===== config.mk =====
export PLATFORM = sky130hd
export DESIGN_NAME = touch_channel_timing_config
export DESIGN_NICKNAME = d
export VERILOG_FILES = /design/src/rtl/touch_timing_pkg.sv /design/src/rtl/touch_channel_timing_config.sv
export SDC_FILE = /design/constraint.sdc
export NUM_CORES = 1
export LEC_CHECK = 0
export BUFFER_PORTS_ARGS = -buffer_cell sky130_fd_sc_hd__buf_4
export CAP_MARGIN = 20
export CORE_MARGIN = 3
export CORE_UTILIZATION = 55
export CTS_BUF_LIST = sky130_fd_sc_hd__clkbuf_4
export DETAILED_ROUTE_END_ITERATION = 8
export PLACE_DENSITY_LB_ADDON = 0.08
export SKIP_CTS_REPAIR_TIMING = 1
export SYNTH_ARGS = -nofsm -noshare
export SYNTH_HDL_FRONTEND = slang
export SYNTH_SLANG_ARGS = --single-unit

===== constraint.sdc =====
create_clock -name ref_clk -period 11.6 [get_ports ref_clk]
set_input_delay 0 -clock ref_clk [delete_from_list [all_inputs] [get_ports ref_clk]]
set_output_delay 0 -clock ref_clk [all_outputs]
set_load 0.1 [all_outputs]

===== src/rtl/touch_timing_pkg.sv =====
// constants, register map and carrier types of the touch channel timing bank
// Operation
// - ungrouped channel sampled only when enabled
// - sampling cycle length fixed regardless enables
// - group enable clear stops all grouped sampling
// - enable bits 6..0 map inputs seven..one
// - button press limit in bits 7..4
// - press limit code decodes fixed table
// - button repeat interval in bits 3..0
// - repeat code n gives (n+1)*35 ms
// - hold repeat interval in group config one
// - hold event after touch exceeds minimum press
// - tap event when touch within minimum press
// - slide events independent of press timing
// - minimum press decodes (code+1)*35 ms
// - group press limit in group config two
// - slide repeat interval, adjusted by speed
// - auto recal only for enabled sampled channels
// - group auto recal, else manual request only
// - recal bits 6..0 map inputs seven..one
// - press beyond limit restarts recalibration
// - button repeat only with global repeat enable
// - manual request bit cleared when recal done
package touch_timing_pkg;

  localparam int ADDR_W = 8;
  localparam int DATA_W = 8;
  localparam int NUM_BUTTONS = 7;
  localparam int NIBBLE_W = 4;
  localparam int HI_LSB = 4;
  localparam int GROUP_BIT = 7;

  ////////////////////////////////////////////////////////////////////////////
  // register offsets
  localparam logic [ADDR_W-1:0] ADDR_GLOBAL_CONFIG = 8'h20;
  localparam logic [ADDR_W-1:0] ADDR_CHANNEL_SAMPLE_ENABLE = 8'h21;
  localparam logic [ADDR_W-1:0] ADDR_BUTTON_TIMING_CONFIG = 8'h22;
  localparam logic [ADDR_W-1:0] ADDR_GROUP_TIMING_CONFIG_ONE = 8'h23;
  localparam logic [ADDR_W-1:0] ADDR_GROUP_TIMING_CONFIG_TWO = 8'h24;
  localparam logic [ADDR_W-1:0] ADDR_AUTO_RECAL_ENABLE = 8'h25;
  localparam logic [ADDR_W-1:0] ADDR_CAL_ACTIVATE = 8'h26;
  localparam logic [ADDR_W-1:0] ADDR_EVENT_STATUS = 8'h2A;

  // reset values
  localparam logic [DATA_W-1:0] RST_GLOBAL_CONFIG = 8'h09;
  localparam logic [DATA_W-1:0] RST_CHANNEL_SAMPLE_ENABLE = 8'hFF;
  localparam logic [DATA_W-1:0] RST_BUTTON_TIMING_CONFIG = 8'hA4;
  localparam logic [DATA_W-1:0] RST_GROUP_TIMING_CONFIG_ONE = 8'h47;
  localparam logic [DATA_W-1:0] RST_GROUP_TIMING_CONFIG_TWO = 8'hD4;
  localparam logic [DATA_W-1:0] RST_AUTO_RECAL_ENABLE = 8'hFF;
  localparam logic [DATA_W-1:0] RST_CAL_ACTIVATE = 8'h00;
  localparam logic [DATA_W-1:0] RST_EVENT_STATUS = 8'h00;
  localparam logic [DATA_W-1:0] READ_UNMAPPED = 8'h00;

  // global config bit positions
  localparam int CFG_BUTTON_LIMIT_BIT = 3;
  localparam int CFG_BUTTON_REPEAT_BIT = 2;
  localparam int CFG_GROUP_LIMIT_BIT = 1;
  localparam int CFG_GROUP_REPEAT_BIT = 0;
  localparam logic [DATA_W-1:0] CFG_USED_MASK = 8'h0F;

  // event status bit positions
  localparam int ST_TAP = 0;
  localparam int ST_HOLD = 1;
  localparam int ST_SLIDE = 2;
  localparam int ST_BUTTON = 3;
  localparam int ST_BUTTON_RECAL = 4;
  localparam int ST_GROUP_RECAL = 5;

  ////////////////////////////////////////////////////////////////////////////
  // timing
  localparam int unsigned CLK_KHZ = 50000;
  localparam int unsigned TICK_MS = 35;
  localparam int unsigned TICK_CYCLES_DEFAULT = TICK_MS * CLK_KHZ;
  localparam int CNT_W = 9;
  localparam int RPT_W = 5;
  localparam int unsigned PRESS_LIMIT_MS [16] = '{
    560, 840, 1120, 1400, 1680, 2240, 2800, 3360,
    3920, 4480, 5600, 6720, 7840, 8906, 10080, 11200
  };

  ////////////////////////////////////////////////////////////////////////////
  // carrier types
  typedef struct packed {
    logic [ADDR_W-1:0] addr;
    logic [DATA_W-1:0] wdata;
    logic wr;
    logic rd;
  } reg_req_t;

  typedef struct packed {
    logic tap;
    logic hold;
    logic slide;
  } group_events_t;

  // press limit in whole ticks; non-multiples of the tick round down
  function automatic logic [CNT_W-1:0] press_limit_ticks(input logic [NIBBLE_W-1:0] code);
    press_limit_ticks = CNT_W'(PRESS_LIMIT_MS[code] / TICK_MS);
  endfunction : press_limit_ticks

  // code n means n+1 ticks of 35 ms
  function automatic logic [RPT_W-1:0] interval_ticks(input logic [NIBBLE_W-1:0] code);
    interval_ticks = RPT_W'(code) + RPT_W'(1);
  endfunction : interval_ticks

endpackage : touch_timing_pkg


===== src/rtl/touch_channel_timing_config.sv =====
// register bank and press, repeat and recalibration timing for the touch channels
`timescale 1ns/1ns
module touch_channel_timing_config #(
  parameter int unsigned TICK_CYCLES = touch_timing_pkg::TICK_CYCLES_DEFAULT
) (
  // clock and reset
  input wire logic ref_clk,
  input wire logic reset,
  // register port
  input wire touch_timing_pkg::reg_req_t bus_req,
  output logic [touch_timing_pkg::DATA_W-1:0] rd_data,
  // touch detector side
  input wire logic [touch_timing_pkg::NUM_BUTTONS-1:0] button_touch,
  input wire logic group_touch,
  input wire logic group_slide,
  input wire logic slide_active,
  input wire logic [1:0] slide_speed,
  input wire logic [touch_timing_pkg::NUM_BUTTONS-1:0] group_channel_enable,
  // calibration engine side
  input wire logic [touch_timing_pkg::DATA_W-1:0] cal_done,
  output logic [touch_timing_pkg::DATA_W-1:0] cal_request,
  output logic [touch_timing_pkg::NUM_BUTTONS-1:0] button_auto_recal,
  output logic group_auto_recal,
  // sampling control
  output logic sample_strobe,
  output logic [touch_timing_pkg::NUM_BUTTONS-1:0] button_sampled,
  output logic [touch_timing_pkg::NUM_BUTTONS-1:0] group_sampled,
  // events
  output logic [touch_timing_pkg::NUM_BUTTONS-1:0] button_event,
  output touch_timing_pkg::group_events_t group_event
);

  localparam int NB = touch_timing_pkg::NUM_BUTTONS;
  localparam int DW = touch_timing_pkg::DATA_W;
  localparam int NW = touch_timing_pkg::NIBBLE_W;
  localparam int HL = touch_timing_pkg::HI_LSB;
  localparam int CW = touch_timing_pkg::CNT_W;
  localparam int RW = touch_timing_pkg::RPT_W;
  localparam int GB = touch_timing_pkg::GROUP_BIT;
  localparam int TICK_W = (TICK_CYCLES > 1) ? $clog2(TICK_CYCLES) : 1;
  localparam logic [TICK_W-1:0] TICK_LAST = TICK_W'(TICK_CYCLES - 1);
  localparam logic [CW-1:0] CNT_MAX = {CW{1'b1}};
  localparam logic [CW-1:0] CNT_ONE = CW'(1);
  localparam logic [RW-1:0] RPT_ONE = RW'(1);

  ////////////////////////////////////////////////////////////////////////////
  // registers
  logic [DW-1:0] global_config_reg;
  logic [DW-1:0] channel_sample_enable_reg;
  logic [DW-1:0] button_timing_config_reg;
  logic [DW-1:0] group_timing_config_one_reg;
  logic [DW-1:0] group_timing_config_two_reg;
  logic [DW-1:0] auto_recal_enable_reg;
  logic [DW-1:0] cal_activate_reg;
  logic [DW-1:0] cal_activate_next;
  logic [DW-1:0] event_status_reg;
  logic [DW-1:0] event_status_set;
  logic [DW-1:0] rd_data_reg;

  logic [TICK_W-1:0] tick_cnt_reg;
  logic tick;
  logic sample_strobe_reg;
  logic [NB-1:0] button_sampled_reg;
  logic [NB-1:0] group_sampled_reg;
  logic [NB-1:0] button_auto_recal_reg;
  logic group_auto_recal_reg;

  logic [CW-1:0] btn_cnt_reg [NB];
  logic [RW-1:0] btn_rpt_reg [NB];
  logic [NB-1:0] btn_pressed_reg;
  logic [NB-1:0] btn_limit_hit_reg;
  logic [NB-1:0] btn_event_reg;
  logic [NB-1:0] btn_touch_eff;
  logic [NB-1:0] btn_force_recal;

  logic [CW-1:0] grp_cnt_reg;
  logic [RW-1:0] grp_rpt_reg;
  logic [RW-1:0] slide_rpt_reg;
  logic grp_pressed_reg;
  logic grp_hold_reg;
  logic grp_limit_hit_reg;
  logic grp_touch_eff;
  logic grp_force_recal;
  logic grp_tap_event_reg, grp_hold_event_reg, slide_event_reg;

  // decoded fields
  logic [NW-1:0] button_press_limit;
  logic [NW-1:0] button_repeat_interval;
  logic [NW-1:0] hold_repeat_interval;
  logic [NW-1:0] min_press_code;
  logic [NW-1:0] group_press_limit;
  logic [NW-1:0] slide_repeat_interval;
  logic group_sample_enable;
  logic group_auto_recal_enable;
  logic button_limit_recal_enable;
  logic button_repeat_enable;
  logic group_limit_recal_enable;
  logic group_repeat_enable;
  logic [RW-1:0] slide_interval_eff;

  assign button_press_limit = button_timing_config_reg[HL +: NW];
  assign button_repeat_interval = button_timing_config_reg[0 +: NW];
  assign hold_repeat_interval = group_timing_config_one_reg[HL +: NW];
  assign min_press_code = group_timing_config_one_reg[0 +: NW];
  assign group_press_limit = group_timing_config_two_reg[HL +: NW];
  assign slide_repeat_interval = group_timing_config_two_reg[0 +: NW];
  assign group_sample_enable = channel_sample_enable_reg[GB];
  assign group_auto_recal_enable = auto_recal_enable_reg[GB];
  assign button_limit_recal_enable = global_config_reg[touch_timing_pkg::CFG_BUTTON_LIMIT_BIT];
  assign button_repeat_enable = global_config_reg[touch_timing_pkg::CFG_BUTTON_REPEAT_BIT];
  assign group_limit_recal_enable = global_config_reg[touch_timing_pkg::CFG_GROUP_LIMIT_BIT];
  assign group_repeat_enable = global_config_reg[touch_timing_pkg::CFG_GROUP_REPEAT_BIT];

  // faster slides shorten the base interval, never below one tick
  always_comb begin
    slide_interval_eff = touch_timing_pkg::interval_ticks(slide_repeat_interval) >> slide_speed;
    if (slide_interval_eff == '0) begin
      slide_interval_eff = RPT_ONE;
    end
  end

  ////////////////////////////////////////////////////////////////////////////
  // register writes
  always_ff @(posedge ref_clk) begin
    if (reset) begin
      global_config_reg <= touch_timing_pkg::RST_GLOBAL_CONFIG;
      channel_sample_enable_reg <= touch_timing_pkg::RST_CHANNEL_SAMPLE_ENABLE;
      button_timing_config_reg <= touch_timing_pkg::RST_BUTTON_TIMING_CONFIG;
      group_timing_config_one_reg <= touch_timing_pkg::RST_GROUP_TIMING_CONFIG_ONE;
      group_timing_config_two_reg <= touch_timing_pkg::RST_GROUP_TIMING_CONFIG_TWO;
      auto_recal_enable_reg <= touch_timing_pkg::RST_AUTO_RECAL_ENABLE;
    end else if (bus_req.wr) begin
      unique case (bus_req.addr)
        touch_timing_pkg::ADDR_GLOBAL_CONFIG: begin
          global_config_reg <= bus_req.wdata & touch_timing_pkg::CFG_USED_MASK;
        end
        touch_timing_pkg::ADDR_CHANNEL_SAMPLE_ENABLE: begin
          channel_sample_enable_reg <= bus_req.wdata;
        end
        touch_timing_pkg::ADDR_BUTTON_TIMING_CONFIG: begin
          button_timing_config_reg <= bus_req.wdata;
        end
        touch_timing_pkg::ADDR_GROUP_TIMING_CONFIG_ONE: begin
          group_timing_config_one_reg <= bus_req.wdata;
        end
        touch_timing_pkg::ADDR_GROUP_TIMING_CONFIG_TWO: begin
          group_timing_config_two_reg <= bus_req.wdata;
        end
        touch_timing_pkg::ADDR_AUTO_RECAL_ENABLE: begin
          auto_recal_enable_reg <= bus_req.wdata;
        end
        default: begin
        end
      endcase
    end
  end

  // calibration requests: a write stores its value, otherwise done clears;
  // a forced request from a long press is ORed last so it is never lost
  always_comb begin
    if (bus_req.wr && bus_req.addr == touch_timing_pkg::ADDR_CAL_ACTIVATE) begin
      cal_activate_next = bus_req.wdata;
    end else begin
      cal_activate_next = cal_activate_reg & ~cal_done;
    end
    cal_activate_next[NB-1:0] = cal_activate_next[NB-1:0] | btn_force_recal;
    cal_activate_next[GB] = cal_activate_next[GB] | grp_force_recal;
  end

  always_ff @(posedge ref_clk) begin
    if (reset) begin
      cal_activate_reg <= touch_timing_pkg::RST_CAL_ACTIVATE;
    end else begin
      cal_activate_reg <= cal_activate_next;
    end
  end

  // sticky event status, write one to clear, a new event wins
  always_comb begin
    event_status_set = '0;
    event_status_set[touch_timing_pkg::ST_TAP] = grp_tap_event_reg;
    event_status_set[touch_timing_pkg::ST_HOLD] = grp_hold_event_reg;
    event_status_set[touch_timing_pkg::ST_SLIDE] = slide_event_reg;
    event_status_set[touch_timing_pkg::ST_BUTTON] = |btn_event_reg;
    event_status_set[touch_timing_pkg::ST_BUTTON_RECAL] = |btn_force_recal;
    event_status_set[touch_timing_pkg::ST_GROUP_RECAL] = grp_force_recal;
  end

  always_ff @(posedge ref_clk) begin
    if (reset) begin
      event_status_reg <= touch_timing_pkg::RST_EVENT_STATUS;
    end else if (bus_req.wr && bus_req.addr == touch_timing_pkg::ADDR_EVENT_STATUS) begin
      event_status_reg <= (event_status_reg & ~bus_req.wdata) | event_status_set;
    end else begin
      event_status_reg <= event_status_reg | event_status_set;
    end
  end

  // read data stands in the cycle after the strobe only
  always_ff @(posedge ref_clk) begin
    if (reset || !bus_req.rd) begin
      rd_data_reg <= touch_timing_pkg::READ_UNMAPPED;
    end else begin
      unique case (bus_req.addr)
        touch_timing_pkg::ADDR_GLOBAL_CONFIG: rd_data_reg <= global_config_reg;
        touch_timing_pkg::ADDR_CHANNEL_SAMPLE_ENABLE: rd_data_reg <= channel_sample_enable_reg;
        touch_timing_pkg::ADDR_BUTTON_TIMING_CONFIG: rd_data_reg <= button_timing_config_reg;
        touch_timing_pkg::ADDR_GROUP_TIMING_CONFIG_ONE: rd_data_reg <= group_timing_config_one_reg;
        touch_timing_pkg::ADDR_GROUP_TIMING_CONFIG_TWO: rd_data_reg <= group_timing_config_two_reg;
        touch_timing_pkg::ADDR_AUTO_RECAL_ENABLE: rd_data_reg <= auto_recal_enable_reg;
        touch_timing_pkg::ADDR_CAL_ACTIVATE: rd_data_reg <= cal_activate_reg;
        touch_timing_pkg::ADDR_EVENT_STATUS: rd_data_reg <= event_status_reg;
        default: rd_data_reg <= touch_timing_pkg::READ_UNMAPPED;
      endcase
    end
  end

  ////////////////////////////////////////////////////////////////////////////
  // common time base; it free-runs so the cycle length never depends on enables
  always_ff @(posedge ref_clk) begin
    if (reset || tick_cnt_reg == TICK_LAST) begin
      tick_cnt_reg <= '0;
    end else begin
      tick_cnt_reg <= tick_cnt_reg + TICK_W'(1);
    end
  end
  assign tick = (tick_cnt_reg == TICK_LAST);

  always_ff @(posedge ref_clk) begin
    if (reset) begin
      sample_strobe_reg <= 1'b0;
      button_sampled_reg <= '0;
      group_sampled_reg <= '0;
      button_auto_recal_reg <= '0;
      group_auto_recal_reg <= 1'b0;
    end else begin
      sample_strobe_reg <= tick;
      button_sampled_reg <= channel_sample_enable_reg[NB-1:0];
      group_sampled_reg <= group_sample_enable ? group_channel_enable : '0;
      // a channel that is not sampled ignores its recal enable
      button_auto_recal_reg <= auto_recal_enable_reg[NB-1:0] &
                               channel_sample_enable_reg[NB-1:0];
      group_auto_recal_reg <= group_auto_recal_enable & group_sample_enable;
    end
  end

  ////////////////////////////////////////////////////////////////////////////
  // ungrouped buttons
  assign btn_touch_eff = button_touch & button_sampled_reg;

  always_comb begin
    for (int i = 0; i < NB; i++) begin
      btn_force_recal[i] = btn_touch_eff[i] && btn_pressed_reg[i] && tick &&
                           button_limit_recal_enable && !btn_limit_hit_reg[i] &&
                           (btn_cnt_reg[i] + CNT_ONE >=
                            touch_timing_pkg::press_limit_ticks(button_press_limit));
    end
  end

  always_ff @(posedge ref_clk) begin
    for (int i = 0; i < NB; i++) begin
      if (reset) begin
        btn_cnt_reg[i] <= '0;
        btn_rpt_reg[i] <= '0;
        btn_pressed_reg[i] <= 1'b0;
        btn_limit_hit_reg[i] <= 1'b0;
        btn_event_reg[i] <= 1'b0;
      end else begin
        btn_pressed_reg[i] <= btn_touch_eff[i];
        btn_event_reg[i] <= 1'b0;
        if (!btn_touch_eff[i]) begin
          btn_cnt_reg[i] <= '0;
          btn_rpt_reg[i] <= '0;
          btn_limit_hit_reg[i] <= 1'b0;
        end else if (!btn_pressed_reg[i]) begin
          btn_event_reg[i] <= 1'b1;
        end else if (tick) begin
          if (btn_cnt_reg[i] != CNT_MAX) begin
            btn_cnt_reg[i] <= btn_cnt_reg[i] + CNT_ONE;
          end
          if (btn_force_recal[i]) begin
            btn_limit_hit_reg[i] <= 1'b1;
          end
          if (!button_repeat_enable) begin
            btn_rpt_reg[i] <= '0;
          end else if (btn_rpt_reg[i] + RPT_ONE >=
                       touch_timing_pkg::interval_ticks(button_repeat_interval)) begin
            btn_rpt_reg[i] <= '0;
            btn_event_reg[i] <= 1'b1;
          end else begin
            btn_rpt_reg[i] <= btn_rpt_reg[i] + RPT_ONE;
          end
        end
      end
    end
  end

  ////////////////////////////////////////////////////////////////////////////
  // grouped channels
  assign grp_touch_eff = group_touch && group_sample_enable && (|group_channel_enable);
  assign grp_force_recal = grp_touch_eff && grp_pressed_reg && tick &&
                           group_limit_recal_enable && !grp_limit_hit_reg &&
                           (grp_cnt_reg + CNT_ONE >=
                            touch_timing_pkg::press_limit_ticks(group_press_limit));

  always_ff @(posedge ref_clk) begin
    if (reset) begin
      grp_cnt_reg <= '0;
      grp_rpt_reg <= '0;
      grp_pressed_reg <= 1'b0;
      grp_hold_reg <= 1'b0;
      grp_limit_hit_reg <= 1'b0;
      grp_tap_event_reg <= 1'b0;
      grp_hold_event_reg <= 1'b0;
    end else begin
      grp_pressed_reg <= grp_touch_eff;
      grp_tap_event_reg <= 1'b0;
      grp_hold_event_reg <= 1'b0;
      if (!grp_touch_eff) begin
        // a release before the minimum press has passed is a tap
        if (grp_pressed_reg && !grp_hold_reg) begin
          grp_tap_event_reg <= 1'b1;
        end
        grp_cnt_reg <= '0;
        grp_rpt_reg <= '0;
        grp_hold_reg <= 1'b0;
        grp_limit_hit_reg <= 1'b0;
      end else if (grp_pressed_reg && tick) begin
        if (grp_cnt_reg != CNT_MAX) begin
          grp_cnt_reg <= grp_cnt_reg + CNT_ONE;
        end
        if (grp_force_recal) begin
          grp_limit_hit_reg <= 1'b1;
        end
        if (!grp_hold_reg) begin
          if (grp_cnt_reg + CNT_ONE > CW'(touch_timing_pkg::interval_ticks(min_press_code))) begin
            grp_hold_reg <= 1'b1;
            grp_hold_event_reg <= 1'b1;
            grp_rpt_reg <= '0;
          end
        end else if (!group_repeat_enable) begin
          grp_rpt_reg <= '0;
        end else if (grp_rpt_reg + RPT_ONE >=
                     touch_timing_pkg::interval_ticks(hold_repeat_interval)) begin
          grp_rpt_reg <= '0;
          grp_hold_event_reg <= 1'b1;
        end else begin
          grp_rpt_reg <= grp_rpt_reg + RPT_ONE;
        end
      end
    end
  end

  // slides run on their own counter, untouched by the press timing
  always_ff @(posedge ref_clk) begin
    if (reset) begin
      slide_rpt_reg <= '0;
      slide_event_reg <= 1'b0;
    end else begin
      slide_event_reg <= 1'b0;
      if (!group_sample_enable) begin
        slide_rpt_reg <= '0;
      end else if (group_slide) begin
        slide_rpt_reg <= '0;
        slide_event_reg <= 1'b1;
      end else if (!slide_active) begin
        slide_rpt_reg <= '0;
      end else if (tick) begin
        if (slide_rpt_reg + RPT_ONE >= slide_interval_eff) begin
          slide_rpt_reg <= '0;
          slide_event_reg <= 1'b1;
        end else begin
          slide_rpt_reg <= slide_rpt_reg + RPT_ONE;
        end
      end
    end
  end

  ////////////////////////////////////////////////////////////////////////////
  // outputs
  assign rd_data = rd_data_reg;
  assign cal_request = cal_activate_reg;
  assign button_auto_recal = button_auto_recal_reg;
  assign group_auto_recal = group_auto_recal_reg;
  assign sample_strobe = sample_strobe_reg;
  assign button_sampled = button_sampled_reg;
  assign group_sampled = group_sampled_reg;
  assign button_event = btn_event_reg;
  assign group_event = {grp_tap_event_reg, grp_hold_event_reg, slide_event_reg};

endmodule : touch_channel_timing_config


# Word-level counts from Yosys, hierarchy flattened
# Memory sizes are Yosys's and may differ from the RTL's.
# Cells that the tools add are included.
[word_totals] wordCells=527 register_bits=158 rom_bits=1024 ramBits=98 input_bits=47 n_memories=4 output_inout_bits=49
[mem_list] memory="(name not given)" words=16 word_bits=32 rd=1 rd_clocked_by_memory_dff=0 wr=0 line="touch_timing_pkg.sv:99" text="press_limit_ticks = CNT_W'(PRESS_LIMIT_MS[code] / TICK_MS);"
[mem_list] memory="(name not given)" words=16 word_bits=32 rd=1 rd_clocked_by_memory_dff=0 wr=0 line="touch_timing_pkg.sv:99"
[mem_list] memory="btn_cnt_reg" words=7 word_bits=9 rd=7 rd_clocked_by_memory_dff=0 wr=7 line="touch_channel_timing_config.sv:68" text="logic [CW-1:0] btn_cnt_reg [NB];"
[mem_list] memory="btn_rpt_reg" words=7 word_bits=5 rd=7 rd_clocked_by_memory_dff=0 wr=7 line="touch_channel_timing_config.sv:69" text="logic [RW-1:0] btn_rpt_reg [NB];"
[classes] n_eq_ne=17 bitwise=66 order_cmp=20 n_reduce_logical=91 add_sub_neg=22 n_mux=265 n_shift=1 div_mod_pow=2
[ops] cell="two-way mux 1 bit" n=210
[ops] cell="two-way mux 5 bit" n=34
[ops] cell="two-way mux 32 bit" n=4
[ops] cell="two-way mux 9 bit" n=14
[ops] cell="adder 9 x 1 -> 9 bit, second input constant" n=8
[ops] cell=">= comparator 9 bit" n=8
[ops] cell="!= test 9 bit, second input constant" n=8
[ops] cell="divider 32 x 6 -> 32 bit, second input constant" n=2
[ops] cell="== test 8 x 6 -> 1 bit, second input constant" n=8
[ops] cell="one-hot mux 8 bit (8 select lines)" n=1
[ops] cell="logical AND 1 bit" n=46
[ops] cell="adder 5 x 1 -> 5 bit, second input constant" n=9
[ops] cell=">= comparator 5 bit" n=9
[ops] cell="OR 1 bit" n=43
[ops] cell="adder 21 x 1 -> 21 bit, second input constant" n=1
[ops] cell="== test 21 bit, second input constant" n=1
[ops] cell="AND reduction 3 bit" n=7
[ops] cell="OR reduction 7 bit" n=3
[ops] cell="adder 4 x 1 -> 5 bit, second input constant" n=4
[ops] cell="OR reduction 2 bit" n=10
[ops] cell="AND reduction 2 bit" n=9
[ops] cell="AND 8 bit" n=2
[ops] cell="two-way mux 8 bit" n=2
[ops] cell="inverter 8 bit" n=2
[ops] cell="other kinds (15)" n=39

# Depth between registers and ports, before layout
# Gate-level depths: netlist of the first run.
# An unclocked memory read counts as a cell.
[logic_depth] word_depth=12 depth_mapped=67 mapped_depth_nobuf=62

# Worst setup path before layout of the first run
# OpenSTA, ideal clock, no wires.
[synth_path] path_type="register to register" startpoint="register button_timing_config_reg[4]" endpoint="register event_status_reg[4]" setup_ns=0.137 synth_period_minus_slack_ns=12.574 n_path_buf=5 t_arrival_ns=12.437 required_time_ns=11.463 path_stages_with_launch=65 path_slack_ns=-0.974 cell_sequence="dfxtp_1 -> inv_1 -> ha_1 -> or3b_4 -> a32o_2 -> a211o_1 -> ha_1 -> inv_1 -> a21oi_1 -> a31oi_1 -> o21ai_0 -> a21boi_2 -> o2bb2ai_2 -> nor2_2 -> mux2_4 -> o31a_1 -> buf_6 -> inv_4 -> (+29 left out) -> or3_1 -> nand4_1 -> or4_1 -> ha_1 -> nand2b_1 -> a21o_1 -> a21oi_1 -> nor2b_1 -> o21ai_0 -> nand2b_1 -> a21oi_1 -> nor2b_1 -> o21ai_0 -> nand2b_1 -> a21oi_1 -> nor4b_1 -> nor4_1 -> a41oi_1"
[synth_between] elab_chain_len=10 word_cells_on_any_way=23 cone_classes="div (1); order compare (7); mux (3); bitwise (3); reduce/logical (8); memory (1)"
[synth_lines] item="start, declared" line="touch_channel_timing_config.sv:50" text="logic [DW-1:0] button_timing_config_reg;"
[synth_lines] item="start signal, assigned" line="touch_channel_timing_config.sv:128" text="button_timing_config_reg <= touch_timing_pkg::RST_BUTTON_TIMING_CONFIG;"
[synth_lines] item="start signal, assigned" line="touch_channel_timing_config.sv:141" text="button_timing_config_reg <= bus_req.wdata;"
[synth_lines] item="inverter 4 -> 5 bit (implied by the code) *" line="touch_timing_pkg.sv:99"
[synth_lines] item="memory read (16 x 32 bit) *"
[synth_lines] item="two-way mux 32 bit (implied by the code) * (2 in a row)" line="touch_timing_pkg.sv:99"
[synth_lines] item="divider 32 x 6 -> 32 bit *" line="touch_timing_pkg.sv:99"
[synth_lines] item=">= comparator 9 bit" line="touch_channel_timing_config.sv:255" text="(btn_cnt_reg[i] + CNT_ONE >="
[synth_lines] item="logical AND 1 bit" line="touch_channel_timing_config.sv:254" text="button_limit_recal_enable && !btn_limit_hit_reg[i] &&"
[synth_lines] item="OR reduction 7 bit *" line="touch_channel_timing_config.sv:185" text="event_status_set[touch_timing_pkg::ST_BUTTON_RECAL] = |btn_force_recal;"
[synth_lines] item="OR 8 x 6 -> 8 bit, on equally long branches" line="touch_channel_timing_config.sv:195, touch_channel_timing_config.sv:193"
[synth_lines] item="two-way mux 8 bit *" line="touch_channel_timing_config.sv:192" text="end else if (bus_req.wr && bus_req.addr == touch_timing_pkg::ADDR_EVENT_STATUS) begin"
[synth_lines] item="end signal, assigned" line="touch_channel_timing_config.sv:191" text="event_status_reg <= touch_timing_pkg::RST_EVENT_STATUS;"
[synth_lines] item="end signal, assigned" line="touch_channel_timing_config.sv:193" text="event_status_reg <= (event_status_reg & ~bus_req.wdata) | event_status_set;"
[synth_lines] item="end signal, assigned" line="touch_channel_timing_config.sv:195" text="event_status_reg <= event_status_reg | event_status_set;"
[synth_lines] item="end, declared" line="touch_channel_timing_config.sv:56" text="logic [DW-1:0] event_status_reg;"
# Every way passes the cells marked *; elsewhere a longest branch is shown, timed or not. The select of a mux whose other input is x is not followed.
# A chain may end at the register's enable or synchronous reset.

# Final worst setup path of the first run
[layout_path] startpoint="register button_timing_config_reg[4]" endpoint="register cal_activate_reg[6] (netlist: cal_request[6])"
[layout_between] elab_chain_len=8
[layout_lines] item="inverter 4 -> 5 bit (implied by the code)" line="touch_timing_pkg.sv:99"
[layout_lines] item="memory read (16 x 32 bit)"
[layout_lines] item="two-way mux 32 bit (implied by the code) (2 in a row)" line="touch_timing_pkg.sv:99"
[layout_lines] item="divider 32 x 6 -> 32 bit" line="touch_timing_pkg.sv:99"
[layout_lines] item=">= comparator 9 bit" line="touch_channel_timing_config.sv:255"
[layout_lines] item="logical AND 1 bit" line="touch_channel_timing_config.sv:254"
[layout_lines] item="OR 7 bit" line="touch_channel_timing_config.sv:166" text="cal_activate_next[NB-1:0] = cal_activate_next[NB-1:0] | btn_force_recal;"
[layout_lines] item="end signal, assigned" line="touch_channel_timing_config.sv:172" text="cal_activate_reg <= touch_timing_pkg::RST_CAL_ACTIVATE;"
[layout_lines] item="end signal, assigned" line="touch_channel_timing_config.sv:174" text="cal_activate_reg <= cal_activate_next;"
[layout_lines] item="end, declared" line="touch_channel_timing_config.sv:54" text="logic [DW-1:0] cal_activate_reg;"
# No other way between the ends. The select of a mux whose other input is x is not followed.

==> results of run 1 <==
kinds of logic after synthesis:
group                      after synthesis  synth area share [%]
and+or+nand+nor                       1036                  26.6
AOI/OAI and AO/OA                      605                  21.3
DFF                                    256                  30.0
adders and majority gates              175                  10.8
buffers and inverters                  156                  3.41
xor gates and xnor gates               141                  6.11
muxes                                   32                  1.82
stage by stage:
| stage | cell area (um2) | instances | worst slack (ns) | TNS [ns] |
|---|---|---|---|---|
| floorplan | 20500 | 2401 | 0.00210 | 0 |
| global placement | 22100 | 2960 | 0.0583 | 0 |
| detailed placement | 22100 | 2960 | -0.251 | -0.463 |
| CTS | 23000 | 3087 | -0.324 | -0.932 |
| global route | 24300 | 3180 | -0.104 | -0.291 |
| finish | 24300 | 3180 | 0.531 | 0 |
layer usage:
layer	vias up	part of all wire, %	GRT usage (%)
li1	9462	-	-
met1	9227	44	37.9
met2	723	47	46.3
met3	142	5.9	4.68
met4	0	2.8	9.75
met5	-	0	0
worst reg2reg max path: cells and delay by family, from the launching register on:
kind | cells | cell delay [ns]
fa+ha+maj | 6 | 1.36
xor+xnor | 1 | 0.24
buf+inv | 5 | 0.43
mux | 2 | 0.36
flops | 1 | 0.35
compound gates | 26 | 4.17
simple gates | 18 | 4.02
layout make-up:
| class | instances | area, um2 |
|---|---|---|
| Clock inverter | 22 | 140 |
| Fill cell | 2966 | 11700 |
| Tap cell | 461 | 577 |
| Sequential cell | 256 | 6110 |
| Clock buffer | 105 | 788 |
| Multi-Input combinational cell | 1989 | 14200 |
| Inverter | 69 | 264 |
| Antenna cell | 2 | 5.00 |
| Timing Repair Buffer | 276 | 2230 |
final timing paths:
kind                          startpoint              end
max          button_timing_config_reg[4]   cal_request[6]
min                          bus_req[17]       rd_data[2]
max reg2reg  button_timing_config_reg[4]   cal_request[6]
min reg2reg              tick_cnt_reg[0]  tick_cnt_reg[0]
cells in the mapped netlist (7+ instances only):
| library cell | count | area, um2 |
|---|---|---|
| sky130_fd_sc_hd__or2_2 | 17 | 106 |
| sky130_fd_sc_hd__o22ai_1 | 16 | 100 |
| sky130_fd_sc_hd__nand3b_1 | 36 | 270 |
| sky130_fd_sc_hd__nor2b_1 | 112 | 701 |
| sky130_fd_sc_hd__nand4_1 | 24 | 150 |
| sky130_fd_sc_hd__xnor2_1 | 82 | 718 |
| sky130_fd_sc_hd__a211oi_1 | 26 | 195 |
| sky130_fd_sc_hd__nor4b_1 | 9 | 78.8 |
| sky130_fd_sc_hd__o21ai_0 | 100 | 500 |
| sky130_fd_sc_hd__a221oi_1 | 7 | 61.3 |
| sky130_fd_sc_hd__o211ai_1 | 22 | 165 |
| sky130_fd_sc_hd__nand3_1 | 117 | 586 |
| sky130_fd_sc_hd__clkbuf_1 | 59 | 221 |
| sky130_fd_sc_hd__and3_1 | 40 | 250 |
| sky130_fd_sc_hd__a21o_1 | 33 | 248 |
| sky130_fd_sc_hd__o31a_1 | 9 | 78.8 |
| sky130_fd_sc_hd__edfxtp_1 | 98 | 2940 |
| sky130_fd_sc_hd__and2_1 | 46 | 288 |
| sky130_fd_sc_hd__mux2i_1 | 16 | 160 |
| sky130_fd_sc_hd__a22oi_1 | 22 | 165 |
| sky130_fd_sc_hd__nor2_1 | 208 | 781 |
| sky130_fd_sc_hd__o21a_1 | 20 | 150 |
| sky130_fd_sc_hd__o21ai_1 | 10 | 50.1 |
| sky130_fd_sc_hd__a21oi_1 | 133 | 666 |
| sky130_fd_sc_hd__nor4_1 | 17 | 106 |
| sky130_fd_sc_hd__nand2_1 | 215 | 807 |
| sky130_fd_sc_hd__dfxtp_1 | 158 | 3160 |
| sky130_fd_sc_hd__a22o_1 | 9 | 78.8 |
| sky130_fd_sc_hd__or3_1 | 24 | 150 |
| sky130_fd_sc_hd__ha_1 | 174 | 2180 |
| sky130_fd_sc_hd__inv_1 | 65 | 244 |
| sky130_fd_sc_hd__mux2_2 | 12 | 135 |
| sky130_fd_sc_hd__o31ai_1 | 13 | 97.6 |
| sky130_fd_sc_hd__buf_4 | 8 | 60.1 |
| sky130_fd_sc_hd__nand2b_1 | 67 | 419 |
| sky130_fd_sc_hd__xor2_1 | 58 | 508 |
| sky130_fd_sc_hd__a31oi_1 | 27 | 169 |
| sky130_fd_sc_hd__a21boi_0 | 11 | 82.6 |
| sky130_fd_sc_hd__a211o_1 | 23 | 201 |
| sky130_fd_sc_hd__nor3b_1 | 15 | 113 |
| sky130_fd_sc_hd__nor3_1 | 51 | 255 |
cell usage in the layout, fill, tap and decap left out, drive strengths merged, types with 14 or more instances in the layout:
cell	n
buf	220
a21o	33
o21a	20
o211ai	22
nand2	216
xnor2	83
nand2b	67
inv	71
xor2	58
and3	40
nand4	24
and2	48
edfxtp	98
a31oi	31
or3	24
nor2b	112
nor2	211
nor3b	16
nand3	117
or2	20
clkinv	17
dlygate4sd3	56
a21oi	137
dfxtp	158
nor3	55
a211oi	30
a211o	23
nor4	18
mux2i	18
clkbuf	105
nand3b	36
ha	174
a22oi	25
o31ai	14
o22ai	17
o21ai	112
report_power, final:
| group | leakage [nW] | switching [W] | internal (W) |
|---|---|---|---|
| clock | 0.545 | 0.000410 | 0.000442 |
| combinational | 6.83 | 0.000203 | 0.000146 |
| sequential | 2.43 | 0.0000171 | 0.000951 |
==> implementation parameters, run 1 <==
Parameter                              Value

Detailed routing
  Ratio of routed vias to standard cells ... 6.15
  Antenna Nets Post-Route ... 0
  Sum of routed wire length over all layers ... 59.3 mm
  DRC violation count after routing ... 0
  Starting DRT DRC Count ... roughly 1600
  Vias after detailed routing ... about 20000
  Routed length per placed instance ... around 19 um
  First-pass DRT Iterations ... 5

Cells and area
  Layout cells sized above 1 ... 19.0%
  Number of flip-flops under the largest register name ... 63
  Net count of the finished layout ... 2885
  Signed area change from the synthesized netlist to the final layout ... 19.6%
  Final core utilization ... 67.6%

Setup path
  Flop2flop setup slack ... approximately 0.53 ns
  Data arrival time at the worst-slack endpoint ... 11.73 ns
  Crit-path slowest cell ... sky130_fd_sc_hd__or4b_2
  Crit path launch type ... flip-flop
  Peak per-stage delay on the critical path ... 0.72 ns
  Critical path required time ... 12.26 ns
  CP delay by family, top ... compound AO/OA/AOI/OAI gates
  Worst path buffer plus inverter count ... 5
  Crit end category ... flip-flop
  Depth of the worst register-to-register path ... 58
  Critical path class ... flip-flop to flip-flop
  CP Depth ... 58
  Most used cell along the critical path ... sky130_fd_sc_hd__a21oi_1
  Largest fanout of any net on the critical path ... 7

Logic synthesis
  Number of enable flip-flop cells after synthesis ... roughly 100
  Syn_nets ... roughly 2600
  Syn Inst Count ... 2401
  Synth Register Bits ... 256
  Post-synthesis average cell area ... 8.47 um2
  Most common flop cell mapped by yosys ... sky130_fd_sc_hd__dfxtp_1
  Synth unique cells ... roughly 120
  Proportion of synthesized chip area in sequential cells ... roughly 30%
  Netlist area before placement ... 20300 um2
  Proportion of synthesized flip-flops having asynchronous set or reset ... 0%
  Yosys warns ... 0

Run status
  Violations in the final reports ... hold timing
  Status ... complete, but fails checks

Clock network
  TritonCTS clock tree ... built
  Count of H-tree levels built during CTS ... 3
  Root Driver ... sky130_fd_sc_hd__clkbuf_4
  Buffer depth of the longest clock path ... 3
  Clock insertion delay at the later pin of the skew report ... roughly 0.8 ns
  Number of sinks driven by the clock tree ... 256
  Clock-pin slew on the worst setup and hold paths ... 0.07 ns
  Clock buffer count from CTS ... 72

Power and ir drop
  Maximum resistive drop on vdd ... between 0.00007 and 0.00008 V
  Power Dens Cells ... between 80 and 90 nW/um2
  Leakage ... 9.81 nW
  Power Total ... 0.00217 W

Timing
  Final Hold Fails ... 1
  Peak Freq ... between 90 and 100 MHz
  Final setup fails ... 0
  Final critical-path required period ... 11.07 ns
  Tightest slew margin relative to the limit ... 33.0%
  Final number of max-transition violations ... 0
  Hold slack ... -0.0101 ns
  Final clock period utilization by the worst path ... 95.4%
  Actual transition at the worst max-transition pin ... 0.997 ns
  Clock skew ... 0.0703 ns

Die
  Area inside the core boundary ... between 30000 and 40000 um2
  Floorplan die area ... 39300 um2
  Height of the die ... 198 um
  I/O pin total ... 96
  Die boundary width ... 198 um
  Count of standard-cell rows ... between 60 and 70
  Initial Utilization ... 56.5%

Place
  Routability Congestion ... 0.930
  IO Port Bufs ... 95
  Half-perimeter wire length of the detailed placement result ... 43.3 mm

Job
  Number of max-cap violations ... 0

GRT
  Vias in the first global route ... 18046
  Global-route wire length before repair ... 91.5 mm
  All-layer global routing usage ... 28.2%
  Overflow left after global routing ... 0
  Maximum number of pins on one net before global-route repair ... 78
  Antenna violations before repair ... 2

Min path
  Hold Crit Class ... input port to flip-flop
  Number of cells traversed by the worst hold path ... 7
No activity file was read; power rests on OpenSTA's default activity.
==> inputs of run 2 (changes only) <==
--- a/config.mk
+++ b/config.mk
@@ -5,13 +5,14 @@
 export SDC_FILE = /design/constraint.sdc
 export NUM_CORES = 1
 export LEC_CHECK = 0
-export BUFFER_PORTS_ARGS = -buffer_cell sky130_fd_sc_hd__buf_4
 export CAP_MARGIN = 20
 export CORE_MARGIN = 3
 export CORE_UTILIZATION = 55
 export CTS_BUF_LIST = sky130_fd_sc_hd__clkbuf_4
 export DETAILED_ROUTE_END_ITERATION = 8
+export DONT_BUFFER_PORTS = 1
 export PLACE_DENSITY_LB_ADDON = 0.08
+export SETUP_SLACK_MARGIN = 0.1
 export SKIP_CTS_REPAIR_TIMING = 1
 export SYNTH_ARGS = -nofsm -noshare
 export SYNTH_HDL_FRONTEND = slang
==> constraint.sdc (replaced) <==
create_clock -name ref_clk -period 11.6 [get_ports ref_clk]
set_input_delay 0 -clock ref_clk [delete_from_list [all_inputs] [get_ports ref_clk]]
set_output_delay 0 -clock ref_clk [all_outputs]
set_load 0.05 [all_outputs]
==> implementation parameters, run 2 (synthesis results as in run 1) <==
Parameter                              Value

Cells and area
  Design area ... 23800 um2 (was 24300 um2)
  Leading cell type in the layout, fill and taps excluded ... sky130_fd_sc_hd__nand2_1 (was sky130_fd_sc_hd__buf_4)
  Signed area change from the synthesized netlist to the final layout ... 16.9% (was 19.6%)
  Number of flip-flops under the largest register name ... 63 (unchanged)
  Number of fillers in the final layout ... 2946 (was 2966)
  Layout cells sized above 1 ... 16.3% (was 19.0%)
  Net count of the finished layout ... 2782 (was 2885)
  Most frequent cells in the layout ... sky130_fd_sc_hd__nand2_1, sky130_fd_sc_hd__nor2_1, sky130_fd_sc_hd__ha_1 (was sky130_fd_sc_hd__buf_4, sky130_fd_sc_hd__nand2_1, sky130_fd_sc_hd__nor2_1)

Timing
  Clock skew ... 0.0480 ns (was 0.0703 ns)
  Final setup fails ... 0 (unchanged)
  Final critical-path required period ... 11.21 ns (was 11.07 ns)
  Final number of max-transition violations ... 0 (unchanged)
  Peak Freq ... 89.2 MHz (was 90.3 MHz)
  Tightest slew margin relative to the limit ... 24.7% (was 33.0%)
  Actual transition at the worst max-transition pin ... 1.12 ns (was 0.997 ns)
  Final clock period utilization by the worst path ... 96.6% (was 95.4%)
  RSZ-0062 raised after global routing ... true
  Final Hold Fails ... 2 (was 1)
  Hold slack ... -0.0740 ns (was -0.0101 ns)

Die
  I/O pin total ... 96 (unchanged)
  Height of the die ... 198 um (unchanged)
  Die boundary width ... 198 um (unchanged)
  Area inside the core boundary ... 36000 um2 (unchanged)
  Initial Utilization ... 56.5% (unchanged)
  Count of standard-cell rows ... 69 (unchanged)
  Floorplan die area ... 39300 um2 (unchanged)

Clock network
  Buffer depth of the longest clock path ... 3 (unchanged)
  Number of sinks driven by the clock tree ... 256 (unchanged)
  Clock-pin slew on the worst setup and hold paths ... 0.07 ns (about the same)
  Count of H-tree levels built during CTS ... 3 (unchanged)
  TritonCTS clock tree ... built (unchanged)
  Clock insertion delay at the later pin of the skew report ... 0.71 ns (was 0.80 ns)
  Root Driver ... sky130_fd_sc_hd__clkbuf_4 (unchanged)
  Clock buffer count from CTS ... 68 (was 72)

Min path
  Hold Crit Class ... input port to flip-flop (unchanged)
  Number of cells traversed by the worst hold path ... 6 (was 7)
  Worst hold start ... slide_speed[1] (was bus_req[17])
  Destination of the worst hold path ... slide_rpt_reg[1] (was rd_data[2])

Setup path
  Critical register-to-register path startpoint ... button_timing_config_reg[5] (was button_timing_config_reg[4])
  Worst setup path start ... button_timing_config_reg[5] (was button_timing_config_reg[4])
  Data arrival time at the worst-slack endpoint ... 11.76 ns (was 11.73 ns)
  Largest fanout of any net on the critical path ... 15 (was 7)
  Crit end category ... flip-flop (unchanged)
  CP delay by family, top ... simple AND/OR/NAND/NOR gates (was compound AO/OA/AOI/OAI gates)
  Critical path required time ... 12.15 ns (was 12.26 ns)
  Peak per-stage delay on the critical path ... 0.66 ns (was 0.72 ns)
  Crit path launch type ... flip-flop (unchanged)
  Crit-path slowest cell ... sky130_fd_sc_hd__or4_4 (was sky130_fd_sc_hd__or4b_2)
  Critical path class ... flip-flop to flip-flop (unchanged)
  Critical R2R Capture ... event_status_reg[4] (was cal_request[6])
  Depth of the worst register-to-register path ... 59 (was 58)
  Worst path buffer plus inverter count ... 6 (was 5)
  Flop2flop setup slack ... 0.39 ns (was 0.53 ns)

Place
  Half-perimeter wire length of the detailed placement result ... 43.5 mm (was 43.3 mm)
  Placed cell areas ... 21400 um2 (was 22100 um2)
  Routability Congestion ... 0.925 (was 0.930)
  IO Port Bufs ... 0 (was 95)

GRT
  Antenna violations before repair ... 3 (was 2)
  Vias in the first global route ... 18003 (was 18046)
  All-layer global routing usage ... 28.9% (was 28.2%)
  Global-route wire length before repair ... 93.4 mm (was 91.5 mm)
  Overflow left after global routing ... 0 (unchanged)
  Maximum number of pins on one net before global-route repair ... 87 (was 78)

Run status
  Status ... complete, but fails checks (unchanged)
  Violations in the final reports ... hold timing (unchanged)

Detailed routing
  Starting DRT DRC Count ... 1376 (was 1609)
  DRC violation count after routing ... 0 (unchanged)
  Ratio of routed vias to standard cells ... 6.28 (was 6.15)
  Vias after detailed routing ... 19302 (was 19554)
  Sum of routed wire length over all layers ... 60.0 mm (was 59.3 mm)
  Routed length per placed instance ... 19.5 um (was 18.7 um)
  First-pass DRT Iterations ... 8 (was 5)
  Antenna Nets Post-Route ... 0 (unchanged)

Power and ir drop
  Maximum resistive drop on vdd ... 0.0000762 V (was 0.0000705 V)
  Power Dens Cells ... 89.7 nW/um2 (was 89.2 nW/um2)
  Power Total ... 0.00213 W (was 0.00217 W)
  Leakage ... 9.34 nW (was 9.81 nW)

Job
  Number of max-cap violations ... 0 (unchanged)
==> run 2: how the worst max path moves through the flow <==
stage                          end  slack (ns)  cells after the start
6_report       event_status_reg[4]        0.39                     59
5_1_grt        event_status_reg[4]       -0.14                     60
4_1_cts        event_status_reg[4]       -0.55                     59
3_5_place_dp   event_status_reg[4]       -0.48                     59
3_3_place_gp   event_status_reg[4]        0.04                     58
2_1_floorplan  event_status_reg[4]        0.10                     63
==> run 2: worst reg2reg max path, delay by kind of cell (launching register included) <==
kind	cells	cell delay, ns
adder cells (fa/ha/maj)	5	1.13
XOR/XNOR	1	0.17
AND/OR/NAND/NOR	20	4.11
multiplexers	2	0.58
buffers and inverters	6	0.84
flip-flops	1	0.40
AO/OA/AOI/OAI	25	3.79
==> run 2: area by class of cell <==
| cell class | count | area (um2) | share of cell area, % |
|---|---|---|---|
| repair buffers | 177 | 1540 | 6.48 |
| well taps | 461 | 577 | 2.43 |
| diodes | 6 | 15.0 | 0.0632 |
| clock buffers | 101 | 758 | 3.19 |
| multi-input cells | 1989 | 14300 | 60.3 |
| inverters | 69 | 277 | 1.16 |
| flip-flops and latches | 256 | 6110 | 25.7 |
| clock inverters | 16 | 151 | 0.637 |
==> run 2: where the power goes <==
part	total (W)	internal, W	switching (W)
Combinational	0.000293	0.000132	0.000161
Clock	0.000851	0.000465	0.000386
Sequential	0.000988	0.000951	0.0000376
Total	0.00213	0.00155	0.000585
==> run 2: through the flow <==
step	instances	TNS [ns]	setup slack, ns	util (%)
after detailed placement	2856	-3.03	-0.483	59.6
final	3075	0	0.391	66.0
after CTS	2973	-3.89	-0.548	62.1
after global placement	2856	0	0.0432	59.6
after floorplan	2401	0	0.103	-
after global routing	3071	-0.174	-0.138	66.0
==> run 2: layer usage <==
| layer | up-vias | part of all wire [%] | track usage (%) |
|---|---|---|---|
| met4 | 0 | 2.4 | 8.65 |
| met3 | 116 | 8.1 | 6.35 |
| met1 | 9174 | 44 | 39.0 |
| met5 | - | 0 | 0 |
| met2 | 765 | 45 | 46.5 |
| li1 | 9247 | - | - |
==> inputs of run 3 (changes only) <==
--- a/config.mk
+++ b/config.mk
@@ -11,9 +11,11 @@
 export CTS_BUF_LIST = sky130_fd_sc_hd__clkbuf_4
 export DETAILED_ROUTE_END_ITERATION = 8
 export DONT_BUFFER_PORTS = 1
+export HOLD_SLACK_MARGIN = 0.08
 export PLACE_DENSITY_LB_ADDON = 0.08
 export SETUP_SLACK_MARGIN = 0.1
 export SKIP_CTS_REPAIR_TIMING = 1
+export SKIP_LAST_GASP = 1
 export SYNTH_ARGS = -nofsm -noshare
 export SYNTH_HDL_FRONTEND = slang
 export SYNTH_SLANG_ARGS = --single-unit
==> implementation parameters, run 3 (synthesis results as in run 1) <==
Parameter                              Value

Timing
  Worst Slack Setup Final ... 0.408 ns (was 0.391 ns)
  Clock skew ... 0.0405 ns (was 0.0480 ns)
  Final critical-path required period ... 11.19 ns (was 11.21 ns)
  Tightest slew margin relative to the limit ... 24.7% (about the same)
  Actual transition at the worst max-transition pin ... 1.12 ns (about the same)
  Final setup fails ... 0 (unchanged)
  RSZ-0062 raised after global routing ... true (unchanged)
  Final number of max-transition violations ... 0 (unchanged)
  Final clock period utilization by the worst path ... 96.5% (was 96.6%)
  Hold slack ... 0.0173 ns (was -0.0740 ns)
  Final Hold Fails ... 0 (was 2)
  Peak Freq ... 89.3 MHz (was 89.2 MHz)

Place
  Placed cell areas ... 21400 um2 (unchanged)
  Place WS ... -0.483 ns (unchanged)
  Routability Congestion ... 0.925 (unchanged)
  Number of instances in the placed design ... 2856 (unchanged)
  IO Port Bufs ... 0 (unchanged)
  Half-perimeter wire length of the detailed placement result ... 43.5 mm (unchanged)

Cells and area
  Design area ... 23800 um2 (about the same)
  Layout cells sized above 1 ... 16.1% (was 16.3%)
  Post-Layout Cell Count ... 3082 (was 3075)
  Multi-input gate area in the final layout ... 14300 um2 (about the same)
  Leading cell type in the layout, fill and taps excluded ... sky130_fd_sc_hd__nand2_1 (unchanged)
  Sequential standard cell area ... 6110 um2 (unchanged)
  Net count of the finished layout ... 2790 (was 2782)
  Number of flip-flops under the largest register name ... 63 (unchanged)
  Number of fillers in the final layout ... 2942 (was 2946)
  Most frequent cells in the layout ... sky130_fd_sc_hd__nand2_1, sky130_fd_sc_hd__nor2_1, sky130_fd_sc_hd__ha_1 (unchanged)
  Signed area change from the synthesized netlist to the final layout ... 17.2% (was 16.9%)

Die
  Area inside the core boundary ... 36000 um2 (unchanged)
  Height of the die ... 198 um (unchanged)
  I/O pin total ... 96 (unchanged)
  Die boundary width ... 198 um (unchanged)
  Initial Utilization ... 56.5% (unchanged)
  Floorplan die area ... 39300 um2 (unchanged)
  Count of standard-cell rows ... 69 (unchanged)

Setup path
  Peak per-stage delay on the critical path ... 0.66 ns (about the same)
  Crit end category ... flip-flop (unchanged)
  Critical R2R Capture ... event_status_reg[4] (unchanged)
  Crit path launch type ... flip-flop (unchanged)
  Crit-path slowest cell ... sky130_fd_sc_hd__or4_4 (unchanged)
  Depth of the worst register-to-register path ... 59 (unchanged)
  Largest fanout of any net on the critical path ... 15 (unchanged)
  Critical path class ... flip-flop to flip-flop (unchanged)
  Flop2flop setup slack ... 0.41 ns (was 0.39 ns)
  Critical register-to-register path startpoint ... button_timing_config_reg[5] (unchanged)
  Endpoint of the worst setup timing path ... event_status_reg[4] (unchanged)
  Critical path required time ... 12.16 ns (was 12.15 ns)
  Worst setup path start ... button_timing_config_reg[5] (unchanged)
  Data arrival time at the worst-slack endpoint ... 11.75 ns (was 11.76 ns)

Clock network
  Root Driver ... sky130_fd_sc_hd__clkbuf_4 (unchanged)
  Clock insertion delay at the later pin of the skew report ... 0.70 ns (was 0.71 ns)
  Clock-pin slew on the worst setup and hold paths ... 0.07 ns (about the same)
  Number of sinks driven by the clock tree ... 256 (unchanged)
  Count of H-tree levels built during CTS ... 3 (unchanged)
  TritonCTS clock tree ... built (unchanged)
  Buffer depth of the longest clock path ... 3 (unchanged)
  Clock buffer count from CTS ... 68 (unchanged)

Detailed routing
  DRC violation count after routing ... 0 (unchanged)
  Routed length per placed instance ... 19.3 um (was 19.5 um)
  Sum of routed wire length over all layers ... 59.5 mm (was 60.0 mm)
  Starting DRT DRC Count ... 1382 (was 1376)
  First-pass DRT Iterations ... 8 (unchanged)
  Vias after detailed routing ... 19185 (was 19302)
  Ratio of routed vias to standard cells ... 6.22 (was 6.28)
  Antenna Nets Post-Route ... 0 (unchanged)

GRT
  Vias in the first global route ... 18003 (unchanged)
  Antenna violations before repair ... 3 (unchanged)
  Maximum number of pins on one net before global-route repair ... 87 (unchanged)
  All-layer global routing usage ... 28.9% (unchanged)
  Overflow left after global routing ... 0 (unchanged)
  Global-route wire length before repair ... 93.4 mm (unchanged)

Power and ir drop
  Total net switching power ... 0.000581 W (was 0.000585 W)
  Internal ... 0.00155 W (about the same)
  Power share of the clock group ... 39.9% (about the same)
  Maximum resistive drop on vdd ... 0.0000762 V (about the same)
  Power Total ... 0.00213 W (about the same)
  Power Dens Cells ... 89.3 nW/um2 (was 89.7 nW/um2)
  Switching power as a share of total power ... 27.3% (was 27.4%)
  Comb power frac ... 13.6% (was 13.7%)
  Sequential group share of total power ... 46.5% (was 46.3%)
  Leakage ... 9.36 nW (was 9.34 nW)

Run status
  Status ... finished clean (was complete, but fails checks)

Min path
  Hold Crit Class ... input port to flip-flop (unchanged)

Job
  Number of max-cap violations ... 0 (unchanged)
-- run 3: changes by cell type in the layout (fill, tap and decap cells not counted), sizes merged --
cell / change
diode: -1
dlygate4sd3: +8
-- run 3: layer usage --
metal	part of all wire [%]	track usage, %	up-vias
met2	45	46.5	667
met4	2.5	8.65	0
met3	7.5	6.35	116
met5	0	0	-
li1	-	-	9256
met1	45	39.0	9146
-- run 3: cell type report --
cell class	instances	share of cell area (%)
flip-flops and latches	256	25.7
multi-input cells	1989	60.1
clock inverters	16	0.636
repair buffers	185	6.80
inverters	69	1.16
well taps	461	2.42
clock buffers	101	3.18
diodes	5	0.0525
-- run 3: power groups by stage --
stage / sequential (W) / clock, W / combinational, W
floorplan: 0.00100 / 0 / 0.000197
global placement: 0.00101 / 0 / 0.000238
detailed placement: 0.00101 / 0 / 0.000244
CTS: 0.000988 / 0.000866 / 0.000246
global route: 0.000991 / 0.000912 / 0.000322
finish: 0.000988 / 0.000849 / 0.000290
-- run 3: through the flow --
stage	TNS, ns	utilization (%)
floorplan	0	-
global placement	0	59.6
detailed placement	-3.03	59.6
CTS	-3.89	62.1
global route	-0.175	66.2
finish	0	66.2
-- run 3: worst min path at each step --
stage              startpoint                           to  slack (ns)  cells past startpoint
2_1_floorplan      bus_req[8]          event_status_reg[6]        0.09                      1
3_3_place_gp            reset          event_status_reg[4]        0.09                      1
3_5_place_dp            reset  button_timing_config_reg[4]        0.09                      1
4_1_cts                 reset  button_timing_config_reg[4]       -0.68                      1
5_1_grt                 reset            btn_rpt_reg[1][0]        0.09                      3
6_report       slide_speed[1]             slide_rpt_reg[1]        0.02                      8
-- run 3: worst max-delay path: cells and delay by family, from the launching register on --
family | cells | cell delay, ns
buf+inv | 5 | 0.71
flops | 1 | 0.40
fa+ha+maj | 5 | 1.10
xor+xnor | 1 | 0.16
simple gates | 20 | 3.79
mux | 3 | 0.64
compound gates | 25 | 4.19
